==> src/macfs_pkg.sv <==
package macfs_pkg;

	// Register map, byte addresses within the block.
	localparam int         REG_AW        = 8;
	localparam logic [7:0] OFS_HASH_LOW  = 8'h00;
	localparam logic [7:0] OFS_HASH_HIGH = 8'h04;
	localparam logic [7:0] OFS_SLOT_BASE = 8'h08;
	localparam logic [7:0] OFS_SLOT_END  = 8'h28;
	localparam logic [7:0] OFS_CNT_BASE  = 8'h40;
	localparam logic [7:0] OFS_CNT_END   = 8'h84;
	localparam int         SLOT_SHIFT    = 3;
	localparam int         WORD_SHIFT    = 2;
	localparam int         HIGH_SEL_BIT  = 2;

	// Sizes of the filter and the address slots.
	localparam int NUM_SLOTS   = 4;
	localparam int HASH_W      = 64;
	localparam int WORD_W      = 32;
	localparam int ADDR_HIGH_W = 16;
	localparam int MAC_ADDR_W  = 48;
	localparam logic [WORD_W-1:0] REG_RESET = 32'h0000_0000;

	// Statistics counters: index and width of each.
	localparam int NUM_CNT           = 17;
	localparam int CNT_MAX_W         = 24;
	localparam int CNT_TX_OK         = 0;
	localparam int CNT_SINGLE_COL    = 1;
	localparam int CNT_MULTI_COL     = 2;
	localparam int CNT_RX_OK         = 3;
	localparam int CNT_CRC_ERR       = 4;
	localparam int CNT_ALIGN_ERR     = 5;
	localparam int CNT_DEFERRED      = 6;
	localparam int CNT_LATE_COL      = 7;
	localparam int CNT_EXCESS_COL    = 8;
	localparam int CNT_CARRIER_ERR   = 9;
	localparam int CNT_UNDERRUN      = 10;
	localparam int CNT_SYMBOL_ERR    = 11;
	localparam int CNT_OVERSIZE_GOOD = 12;
	localparam int CNT_OVERSIZE_BAD  = 13;
	localparam int CNT_UNDERSIZE     = 14;
	localparam int CNT_HEARTBEAT_ERR = 15;
	localparam int CNT_RX_DISCARD    = 16;
	localparam int CNT_W [NUM_CNT] = '{24, 16, 16, 24, 8, 8, 16, 8, 8,
		8, 8, 8, 8, 8, 8, 8, 16};

	// Frame limits and collision figures.
	localparam logic [15:0] MIN_FRAME_LEN  = 16'h0040;
	localparam logic [15:0] MAX_FRAME_LEN  = 16'h05ee;
	localparam logic [4:0]  ONE_COL        = 5'h01;
	localparam logic [4:0]  MULTI_COL_MIN  = 5'h02;
	localparam logic [4:0]  MULTI_COL_MAX  = 5'h0f;
	localparam logic [4:0]  EXCESS_COL     = 5'h10;
	localparam logic [4:0]  NO_COL         = 5'h00;

	// AXI4-Lite response codes.
	localparam logic [1:0] RESP_OKAY   = 2'b00;
	localparam logic [1:0] RESP_SLVERR = 2'b10;

	// Outcome of one transmitted frame, valid with its done strobe.
	typedef struct packed {
		logic       sent;           // Frame went out on the wire.
		logic       underrun;       // Transmit DMA underrun.
		logic       carrier_lost;   // Carrier not seen and held a slot time.
		logic       half_duplex;    // Link was half duplex.
		logic       deferred;       // First attempt deferred on carrier.
		logic       late_collision; // Collision after the slot time.
		logic       heartbeat_miss; // No collision signal after transmit.
		logic [4:0] collisions;     // Collisions seen, 16 means abandoned.
	} macfs_tx_event_t;

	// Outcome of one received frame, valid with its done strobe.
	typedef struct packed {
		logic        addr_match;  // Address recognised.
		logic        symbol_err;  // Receive-error input seen.
		logic        crc_bad;     // Check sequence failed.
		logic        odd_bits;    // Not a whole number of bytes.
		logic        no_buffer;   // Could not be stored to memory.
		logic [15:0] length;      // Length in bytes.
	} macfs_rx_event_t;

endpackage

==> src/macfs_regs.sv <==
// Added by the designer: register access over AXI4-Lite and the register offsets.
`timescale 1ns/1ps
module macfs_regs
	import macfs_pkg::*;
(
	input  wire logic                      aclk,
	input  wire logic                      aresetn,
	input  wire logic [REG_AW-1:0]         s_axi_awaddr,
	input  wire logic [2:0]                s_axi_awprot,
	input  wire logic                      s_axi_awvalid,
	output logic                           s_axi_awready,
	input  wire logic [WORD_W-1:0]         s_axi_wdata,
	input  wire logic [3:0]                s_axi_wstrb,
	input  wire logic                      s_axi_wvalid,
	output logic                           s_axi_wready,
	output logic [1:0]                     s_axi_bresp,
	output logic                           s_axi_bvalid,
	input  wire logic                      s_axi_bready,
	input  wire logic [REG_AW-1:0]         s_axi_araddr,
	input  wire logic [2:0]                s_axi_arprot,
	input  wire logic                      s_axi_arvalid,
	output logic                           s_axi_arready,
	output logic [WORD_W-1:0]              s_axi_rdata,
	output logic [1:0]                     s_axi_rresp,
	output logic                           s_axi_rvalid,
	input  wire logic                      s_axi_rready,
	input  wire logic                      tx_done,
	input  wire macfs_tx_event_t           tx_event,
	input  wire logic                      rx_done,
	input  wire macfs_rx_event_t           rx_event,
	output logic [HASH_W-1:0]              hash_filter,
	output logic [NUM_SLOTS-1:0][MAC_ADDR_W-1:0] unicast_addr
);

	// Filter, address and counter storage.
	logic [WORD_W-1:0]      hash_filter_low;
	logic [WORD_W-1:0]      hash_filter_high;
	logic [WORD_W-1:0]      unicast_addr_low  [NUM_SLOTS];
	logic [ADDR_HIGH_W-1:0] unicast_addr_high [NUM_SLOTS];
	logic [CNT_MAX_W-1:0]   cnt               [NUM_CNT];
	logic [NUM_CNT-1:0]     cnt_inc;
	logic [NUM_CNT-1:0]     cnt_clr;

	// Write channel holding state.
	logic                   aw_held;
	logic                   w_held;
	logic [REG_AW-1:0]      wr_addr;
	logic [WORD_W-1:0]      wr_data;
	logic [3:0]             wr_strb;

	// Merges a write into a register under its byte strobes.
	function automatic logic [WORD_W-1:0] merge_strb(
		input logic [WORD_W-1:0] old_val,
		input logic [WORD_W-1:0] new_val,
		input logic [3:0]        strb
	);
		logic [WORD_W-1:0] res;
		res = old_val;
		for (int b = 0; b < 4; b++) begin
			if (strb[b]) begin
				res[b*8 +: 8] = new_val[b*8 +: 8];
			end
		end
		return res;
	endfunction

	// Handshakes on the five channels.
	wire aw_fire  = s_axi_awvalid & s_axi_awready;
	wire w_fire   = s_axi_wvalid & s_axi_wready;
	wire b_fire   = s_axi_bvalid & s_axi_bready;
	wire ar_fire  = s_axi_arvalid & s_axi_arready;
	wire r_fire   = s_axi_rvalid & s_axi_rready;
	wire do_write = aw_held & w_held & ~s_axi_bvalid;

	// Write address decode.
	wire [REG_AW-1:0] wr_slot_ofs = wr_addr - OFS_SLOT_BASE;
	wire [1:0]        wr_slot     = wr_slot_ofs[SLOT_SHIFT +: 2];
	wire              wr_is_slot  = (wr_addr >= OFS_SLOT_BASE) & (wr_addr < OFS_SLOT_END);
	wire              wr_is_cnt   = (wr_addr >= OFS_CNT_BASE) & (wr_addr < OFS_CNT_END);
	wire              wr_hash_lo  = (wr_addr[REG_AW-1:WORD_SHIFT] == OFS_HASH_LOW[REG_AW-1:WORD_SHIFT]);
	wire              wr_hash_hi  = (wr_addr[REG_AW-1:WORD_SHIFT] == OFS_HASH_HIGH[REG_AW-1:WORD_SHIFT]);
	wire              wr_high     = wr_addr[HIGH_SEL_BIT];
	wire              wr_mapped   = wr_hash_lo | wr_hash_hi | wr_is_slot | wr_is_cnt;

	// Read address decode.
	wire [REG_AW-1:0] rd_slot_ofs = s_axi_araddr - OFS_SLOT_BASE;
	wire [1:0]        rd_slot     = rd_slot_ofs[SLOT_SHIFT +: 2];
	wire [REG_AW-1:0] rd_cnt_ofs  = s_axi_araddr - OFS_CNT_BASE;
	wire [4:0]        rd_cnt_idx  = rd_cnt_ofs[WORD_SHIFT +: 5];
	wire              rd_is_slot  = (s_axi_araddr >= OFS_SLOT_BASE) & (s_axi_araddr < OFS_SLOT_END);
	wire              rd_is_cnt   = (s_axi_araddr >= OFS_CNT_BASE) & (s_axi_araddr < OFS_CNT_END);
	wire              rd_hash_lo  = (s_axi_araddr[REG_AW-1:WORD_SHIFT] == OFS_HASH_LOW[REG_AW-1:WORD_SHIFT]);
	wire              rd_hash_hi  = (s_axi_araddr[REG_AW-1:WORD_SHIFT] == OFS_HASH_HIGH[REG_AW-1:WORD_SHIFT]);
	wire              rd_high     = s_axi_araddr[HIGH_SEL_BIT];
	wire              rd_mapped   = rd_hash_lo | rd_hash_hi | rd_is_slot | rd_is_cnt;

	// Read data selection; the slot high word keeps its top half zero.
	wire [WORD_W-1:0] rd_slot_val = rd_high ?
		{{(WORD_W-ADDR_HIGH_W){1'b0}}, unicast_addr_high[rd_slot]} :
		unicast_addr_low[rd_slot];
	wire [WORD_W-1:0] rd_cnt_val  = {{(WORD_W-CNT_MAX_W){1'b0}}, cnt[rd_cnt_idx]};
	wire [WORD_W-1:0] rd_mux      = rd_hash_lo ? hash_filter_low :
		rd_hash_hi ? hash_filter_high :
		rd_is_slot ? rd_slot_val :
		rd_is_cnt  ? rd_cnt_val : REG_RESET;

	// Transmit outcome decode; an underrun frame touches no other counter.
	wire tx_clean   = tx_done & ~tx_event.underrun;
	wire tx_no_loss = tx_clean & ~tx_event.carrier_lost;
	wire tx_multi   = (tx_event.collisions >= MULTI_COL_MIN) &
		(tx_event.collisions <= MULTI_COL_MAX);
	assign cnt_inc[CNT_TX_OK]         = tx_clean & tx_event.sent;
	assign cnt_inc[CNT_SINGLE_COL]    = tx_no_loss & tx_event.sent &
		(tx_event.collisions == ONE_COL);
	assign cnt_inc[CNT_MULTI_COL]     = tx_no_loss & tx_event.sent & tx_multi;
	assign cnt_inc[CNT_DEFERRED]      = tx_clean & tx_event.deferred &
		(tx_event.collisions == NO_COL);
	assign cnt_inc[CNT_LATE_COL]      = tx_no_loss & tx_event.late_collision;
	assign cnt_inc[CNT_EXCESS_COL]    = tx_clean & (tx_event.collisions == EXCESS_COL);
	assign cnt_inc[CNT_CARRIER_ERR]   = tx_clean & tx_event.half_duplex &
		tx_event.carrier_lost & (tx_event.collisions != EXCESS_COL);
	assign cnt_inc[CNT_UNDERRUN]      = tx_done & tx_event.underrun;
	assign cnt_inc[CNT_HEARTBEAT_ERR] = tx_clean & tx_event.heartbeat_miss;

	// Receive outcome decode; an address-matched receive-error frame touches no other counter.
	wire rx_sym     = rx_done & rx_event.addr_match & rx_event.symbol_err;
	wire rx_clean   = rx_done & ~rx_sym;
	wire rx_match   = rx_clean & rx_event.addr_match;
	wire rx_in_size = (rx_event.length >= MIN_FRAME_LEN) &
		(rx_event.length <= MAX_FRAME_LEN);
	wire rx_over    = rx_event.length > MAX_FRAME_LEN;
	wire rx_under   = rx_event.length < MIN_FRAME_LEN;
	wire rx_err     = rx_event.crc_bad | rx_event.symbol_err;
	assign cnt_inc[CNT_RX_OK]         = rx_match & rx_in_size & ~rx_err;
	assign cnt_inc[CNT_CRC_ERR]       = rx_match & rx_in_size & rx_event.crc_bad &
		~rx_event.odd_bits;
	assign cnt_inc[CNT_ALIGN_ERR]     = rx_match & rx_in_size & rx_event.crc_bad &
		rx_event.odd_bits;
	assign cnt_inc[CNT_SYMBOL_ERR]    = rx_sym;
	assign cnt_inc[CNT_OVERSIZE_GOOD] = rx_clean & rx_over & ~rx_err;
	assign cnt_inc[CNT_OVERSIZE_BAD]  = rx_clean & rx_over & rx_err;
	assign cnt_inc[CNT_UNDERSIZE]     = rx_clean & rx_under & ~rx_err;
	assign cnt_inc[CNT_RX_DISCARD]    = rx_match & rx_event.no_buffer;

	// Write address channel: one write in flight, ready again after the response.
	always_ff @(posedge aclk) begin
		if (!aresetn) begin
			aw_held       <= 1'b0;
			wr_addr       <= '0;
			s_axi_awready <= 1'b1;
		end else if (aw_fire) begin
			aw_held       <= 1'b1;
			wr_addr       <= s_axi_awaddr;
			s_axi_awready <= 1'b0;
		end else begin
			if (do_write) aw_held <= 1'b0;
			if (b_fire) s_axi_awready <= 1'b1;
		end
	end

	// Write data channel, taken independently of the address.
	always_ff @(posedge aclk) begin
		if (!aresetn) begin
			w_held       <= 1'b0;
			wr_data      <= '0;
			wr_strb      <= '0;
			s_axi_wready <= 1'b1;
		end else if (w_fire) begin
			w_held       <= 1'b1;
			wr_data      <= s_axi_wdata;
			wr_strb      <= s_axi_wstrb;
			s_axi_wready <= 1'b0;
		end else begin
			if (do_write) w_held <= 1'b0;
			if (b_fire) s_axi_wready <= 1'b1;
		end
	end

	// Write response; counters accept writes silently, holes answer an error.
	always_ff @(posedge aclk) begin
		if (!aresetn) begin
			s_axi_bvalid <= 1'b0;
			s_axi_bresp  <= RESP_OKAY;
		end else if (do_write) begin
			s_axi_bvalid <= 1'b1;
			s_axi_bresp  <= wr_mapped ? RESP_OKAY : RESP_SLVERR;
		end else if (b_fire) begin
			s_axi_bvalid <= 1'b0;
		end
	end

	// Hash filter words.
	always_ff @(posedge aclk) begin
		if (!aresetn) begin
			hash_filter_low  <= REG_RESET;
			hash_filter_high <= REG_RESET;
		end else if (do_write) begin
			if (wr_hash_lo) hash_filter_low <= merge_strb(hash_filter_low, wr_data, wr_strb);
			if (wr_hash_hi) hash_filter_high <= merge_strb(hash_filter_high, wr_data, wr_strb);
		end
	end
	assign hash_filter = {hash_filter_high, hash_filter_low};

	// Specific address slots, one pair of words each.
	for (genvar s = 0; s < NUM_SLOTS; s++) begin : g_slot
		logic [WORD_W-1:0] high_merged;
		wire               wr_this = do_write & wr_is_slot & (wr_slot == 2'(s));
		assign high_merged = merge_strb({{(WORD_W-ADDR_HIGH_W){1'b0}}, unicast_addr_high[s]},
			wr_data, wr_strb);
		always_ff @(posedge aclk) begin
			if (!aresetn) begin
				unicast_addr_low[s]  <= REG_RESET;
				unicast_addr_high[s] <= REG_RESET[ADDR_HIGH_W-1:0];
			end else if (wr_this & wr_high) begin
				unicast_addr_high[s] <= high_merged[ADDR_HIGH_W-1:0];
			end else if (wr_this) begin
				unicast_addr_low[s] <= merge_strb(unicast_addr_low[s], wr_data, wr_strb);
			end
		end
		assign unicast_addr[s] = {unicast_addr_high[s], unicast_addr_low[s]};
	end

	// Read channel: data are captured at the address handshake.
	always_ff @(posedge aclk) begin
		if (!aresetn) begin
			s_axi_arready <= 1'b1;
			s_axi_rvalid  <= 1'b0;
			s_axi_rdata   <= REG_RESET;
			s_axi_rresp   <= RESP_OKAY;
		end else if (ar_fire) begin
			s_axi_arready <= 1'b0;
			s_axi_rvalid  <= 1'b1;
			s_axi_rdata   <= rd_mux;
			s_axi_rresp   <= rd_mapped ? RESP_OKAY : RESP_SLVERR;
		end else if (r_fire) begin
			s_axi_arready <= 1'b1;
			s_axi_rvalid  <= 1'b0;
		end
	end

	// Statistics counters: clear on read, saturate at the counter's own width.
	for (genvar i = 0; i < NUM_CNT; i++) begin : g_cnt
		localparam logic [CNT_MAX_W-1:0] LIMIT = CNT_MAX_W'((33'd1 << CNT_W[i]) - 33'd1);
		assign cnt_clr[i] = ar_fire & rd_is_cnt & (rd_cnt_idx == 5'(i));
		always_ff @(posedge aclk) begin
			if (!aresetn) begin
				cnt[i] <= '0;
			end else if (cnt_clr[i]) begin
				cnt[i] <= cnt_inc[i] ? CNT_MAX_W'(1) : '0;
			end else if (cnt_inc[i] && (cnt[i] != LIMIT)) begin
				cnt[i] <= cnt[i] + CNT_MAX_W'(1);
			end
		end
	end

	// Protection bits are accepted and carry no meaning here.
	wire unused_prot = ^{s_axi_awprot, s_axi_arprot};

endmodule

==> config.mk <==
export PLATFORM = sky130hd
export DESIGN_NAME = macfs_regs
export DESIGN_NICKNAME = d
export VERILOG_FILES = /design/src/macfs_pkg.sv /design/src/macfs_regs.sv
export SDC_FILE = /design/constraint.sdc
export NUM_CORES = 2
export LEC_CHECK = 0
export ABC_AREA = 1
export BUFFER_PORTS_ARGS = -buffer_cell sky130_fd_sc_hd__buf_2
export CAP_MARGIN = 10
export CORE_AREA = 3 3 265 267
export DETAILED_ROUTE_END_ITERATION = 8
export DIE_AREA = 0 0 268 270
export PLACE_DENSITY = 0.86
export SYNTH_ARGS = -nofsm -noshare
export SYNTH_HDL_FRONTEND = slang
export SYNTH_SLANG_ARGS = --single-unit
==> constraint.sdc <==
create_clock -name aclk -period 3.9 [get_ports aclk]
set_input_delay 0.195 -clock aclk [delete_from_list [all_inputs] [get_ports aclk]]
set_output_delay 0.195 -clock aclk [all_outputs]
set_load 0.03 [all_outputs]
# After elaboration in Yosys (flattened, before gate mapping)
# Memory sizes are Yosys's and may differ from the RTL's.
# Index checks and enable logic that the tools add are counted.
# word_totals
mem_bits_rw	600
out_inout_bits	297
mem_bits_ro	0
in_bits	100
register_bits	151
n_memories	3
latch_bits	0
wordCells	558
# mem_list
name	depth	width	read_ports	rd_clocked_by_memory_dff	wr	line_no	source
cnt	17	24	18	0	17	macfs_regs.sv:40	logic [CNT_MAX_W-1:0] cnt [NUM_CNT];
unicast_addr_low	4	32	5	0	4	macfs_regs.sv:38	logic [WORD_W-1:0] unicast_addr_low [NUM_SLOTS];
unicast_addr_high	4	16	5	0	4	macfs_regs.sv:39	logic [ADDR_HIGH_W-1:0] unicast_addr_high [NUM_SLOTS];
# classes
muxes	298
mul	0
n_lt_le_gt_ge	14
n_eq_ne	41
bitwise_logic	125
shifts	0
div	0
n_addsub	20
n_reduce_logical	36
# ops
cell	n
$mux 24	35
$mux 8	72
$add 24x1->24 const B	17
$ne 24x8->1 const B	11
$mux 32	8
$mux 1	177
$ne 24x16->1 const B	4
$and 1x1->1	70
$mux 16	4
$or 1x1->1	49
$ne 24x24->1 const B	2
$eq 5x4->1 const B	8
$reduce_and 3->1	8
$eq 5x3->1 const B	4
$logic_and 1x1->1	17
$ge 16x7->1 const B	1
$ge 8x4->1 const B	2
$ge 8x7->1 const B	2
$gt 16x11->1 const B	1
$le 16x11->1 const B	1
$lt 16x7->1 const B	1
$lt 8x6->1 const B	2
$lt 8x8->1 const B	2
$eq 6x1->1 const B	2
16 further kinds	34

# Depth between registers and ports, before layout
# logic_depth
word_depth	14
ltp_mapped	15
mapped_depth_nobuf	14

# Worst setup path after synthesis
# No wires, ideal clock.
# synth_timing
kind	reg2reg
startpoint	register s_axi_arready
endpoint	memory cnt[13][0], enable pin
required_ns	3.492
path_stages_with_launch	9
n_path_buf	1
t_arrival_ns	2.447
setup_slack_ns	1.045
setup_time_ns	0.408
synth_period_minus_slack_ns	2.855
path_cell_list	dfxtp_1 > nand2_1 > nor2_8 > nand2_8 > nor2_4 > a21oi_1 > nand2_1 > buf_2 > o21ai_1
# synth_lines
item	line_no	source
start, declared	macfs_regs.sv:22	output logic s_axi_arready,
start signal, assigned	macfs_regs.sv:226	s_axi_arready <= 1'b1;
start signal, assigned	macfs_regs.sv:231	s_axi_arready <= 1'b0;
start signal, assigned	macfs_regs.sv:236	s_axi_arready <= 1'b1;
end, declared	macfs_regs.sv:40	

==> reports/qor.yml <==
status:
  status: "complete, but fails checks"
  violations: "DRC"
timing:
  setup_viol: 0
  fmax_ghz: 0.315
  period_minus_slack_ps: 3170
  worstMarginPinSlew_ps: 1110
  drv_slew: 0
  maxSlewHeadroom_pct: 25.7
  finalWorstSetupSlack_ps: 729
  hold_violations: 0
  clock_skew_ps: 80.0
  rsz0062_at_grt: "no"
  period_share_pct: 81.3
  finalSetupTns_ps: 0
yosys:
  async_flop_share_pct: 0
  yosys-top-cells-count: "nor2_1, nand2_1, edfxtp_1"
  syn_area_mm2: 0.0406
  synth.avg_cell_area_um2: 8.41
  synth_most_common_cell: "nor2_1"
  synth_seq_cells: 747
  synth_flop_cell: "edfxtp_1"
  ys_seq_area_share_pct: 51.6
  syn_inst: 4827
  yosysWarnings: 0
  synth_top_area_share_pct: 44.4
  ys_top_cells_by_area: "edfxtp_1, dfxtp_1, nor2_1, nand2_1, o21ai_0"
  synth_area_leader_cell: "edfxtp_1"
  synth_cell_type_count: 61
  synth_edf_count: 600
clock_tree:
  cts_buffer_depth: 3
  cts_max_level: 3
  clkTransAtPathRegs_ps: 60
  root_buffer: "clkbuf_16"
  cts_buffers: 80
  cts_tree: "yes"
  clock_sinks: 747
  worstSkewPairLatency_ps: 680
global_routing:
  grtUsageMet1_pct: 46.0
  grt_usage_pct: 37.6
  grt_pass1_vias: 37000
  grt_pass1_wl_um: 211000
  grt_most_used_layer: "met2"
  overflow: 0
  antenna_found_initial: 7
  grt_max_degree: 145
  use_met3_pct: 10.5
  grtUsageMet2_pct: 58.3
worst_hold_path:
  min_path_type: "in -> reg"
drt:
  drt-pass1-iter-count: 9
  drcViolationCount: 15
  final_antenna_net_count: 0
  drt_wl_total_um: 139000
  drtIter0Drc: 6329
  drt-wirelength-per-cell_um: 22.5
  vias: 39400
  vias_per_cell: 6.36
layout:
  multi_input_area_mm2: 0.0166
  fin_util_pct: 68.3
  final_nets: 5353
  final_area_mm2: 0.0467
  syn2layout_area_growth_pct: 15.1
  final-seq-area_mm2: 0.0210
  n_fill_cell: 4946
  drive_gt1_share_pct: 13.0
power_and_ir_drop:
  total_power_mw: 18.9
  power_switching_share_pct: 27.7
  p_per_area_mw_per_mm2: 405
  p_comb_share_pct: 11.0
  clkPwrFrac_pct: 40.1
  p_leak_nw: 18.5
  ir_drop_mv: 0.428
  p_sw_mw: 5.25
  power_frac_seq_pct: 48.9
  p_int_mw: 13.7
placement:
  gp_congestion: 1.02
  io_buffers: 384
  place_hpwl_um: 98300
  dp_slack_ps: 667
  dpl_cell_area_mm2: 0.0436
worst_setup_path:
  worstPathArrival_ps: 3540
  cp.required_ps: 4270
  crit_chain: "ha_1, nand2_1, nor3_2, nand2_1, nor2_1, nand2_1, nor2_1, nand2_1, nand4_2, nand3_1, buf_4"
  cpLargestDelayFamily: "simple AND/OR/NAND/NOR gates"
  critical_path_class: "reg -> reg"
  cp_slowest_cell: "nand4_2"
  critPathLaunchType: "flop"
  critPathBufInv: 1
  cp-end-kind: "flop"
  rrSetupSlack_ps: 730
  cp_max_fo: 25
  critPathMaxStageDelay_ps: 460
  path_common_cell: "nand2_1"
floorplan:
  io_pins: 397
  fp-row-count: 96
  die_x_um: 268
  dieArea_mm2: 0.0724
  dieHeight_um: 270
  core_mm2: 0.0683
  initial_core_util_pct: 59.4
job:
  cap_violations: 0
==> final timing paths <==
path	end	cells after the start	start
setup / recovery	cnt[16][22]$_SDFFCE_PN0P_	11	cnt[16][0]$_SDFFCE_PN0P_
hold / removal	cnt[9][0]$_DFFE_PP_	3	tx_event[8]
setup reg to reg	cnt[16][22]$_SDFFCE_PN0P_	11	cnt[16][0]$_SDFFCE_PN0P_
hold reg to reg	s_axi_rdata[31]$_SDFFE_PN0P_	2	s_axi_rdata[31]$_SDFFE_PN0P_
==> cell type report <==
| type | count | area share [%] |
|---|---|---|
| antenna | 5 | 0.0268 |
| tap | 882 | 2.36 |
| multi-input combinational | 3315 | 35.6 |
| clock inverter | 42 | 0.820 |
| inverter | 552 | 4.44 |
| clock buffer | 106 | 4.74 |
| timing repair buffer | 539 | 7.09 |
| sequential | 747 | 44.9 |
==> metal layers <==
metal	share of wire, %	up-vias
li1	-	17500
met1	33	17900
met2	44	3188
met3	14	734
met4	8.4	6
met5	0.027	-
==> registers in the layout (all words and copies together) (netlist names), 4 cells and up <==
name and count:
s_axi_rdata 32, hash_filter_high 32, wr_data 32, unicast_addr_high 64, wr_strb 4, unicast_addr_low 128
hash_filter_low 32, cnt 408, wr_addr 6
==> placed cells by master (no fill, tap or decap), types with 12 or more instances in the layout <==
cell type / n
clkinv_1: 29
nor2_2: 15
o21ai_0: 431
xor2_1: 124
ha_1: 18
dfxtp_1: 147
buf_2: 382
a31oi_1: 13
xnor2_1: 17
or2_2: 15
nand3_1: 196
nand4_1: 120
clkbuf_16: 83
dlygate4sd3_1: 46
o221ai_1: 31
nor3_1: 171
a21oi_1: 276
clkbuf_1: 14
buf_4: 102
nor4_1: 73
o211ai_1: 18
edfxtp_1: 600
nand2_1: 716
nor3_2: 13
a22oi_1: 28
nor2_1: 754
o22ai_1: 127
nor3b_1: 56
o21ai_1: 12
inv_1: 533
==> stage by stage <==
step                cells  hold WS (ps)
finish               6188          53.4
global route         6185          33.0
CTS                  6182          9.95
detailed placement   5988           448
global placement     5988           451
floorplan            4828           344
==> power groups by stage <==
| stage | clock, mW | sequential, mW | combinational (mW) |
|---|---|---|---|
| after floorplan | 0 | 9.51 | 1.03 |
| after global placement | 0 | 9.39 | 1.89 |
| after detailed placement | 0 | 9.40 | 1.93 |
| after CTS | 7.55 | 9.24 | 1.98 |
| after global routing | 7.87 | 9.29 | 2.19 |
| final | 7.58 | 9.26 | 2.08 |
==> what timing repair did <==
| item | 4_1_cts | 5_1_grt |
|---|---|---|
| hold buffers | 46 | 0 |
| endpoints found under the hold margin | 48 | 0 |
| resized for setup | 0 | 0 |
| setup buffers | 0 | 0 |
| setup endpoints to repair | 0 | 0 |
==> worst register-to-register path, stage by stage, from the launching register on <==
cell	delay, ps
edfxtp_1	440
ha_1	200
nand2_1	110
nor3_2	280
nand2_1	230
nor2_1	260
nand2_1	160
nor2_1	160
nand2_1	150
nand4_2	460
nand3_1	140
buf_4	280
==> logic make-up after synthesis <==
group | after synthesis | share of synthesized area (%)
flops | 747 | 51.6
compound gates | 980 | 13.4
mux | 2 | 0.0493
other cells | 1 | 0.00924
fa+ha+maj | 18 | 0.555
xor+xnor | 141 | 3.04
buf+inv | 766 | 7.42
simple gates | 2172 | 23.9
(Power assumes the default switching activity.)
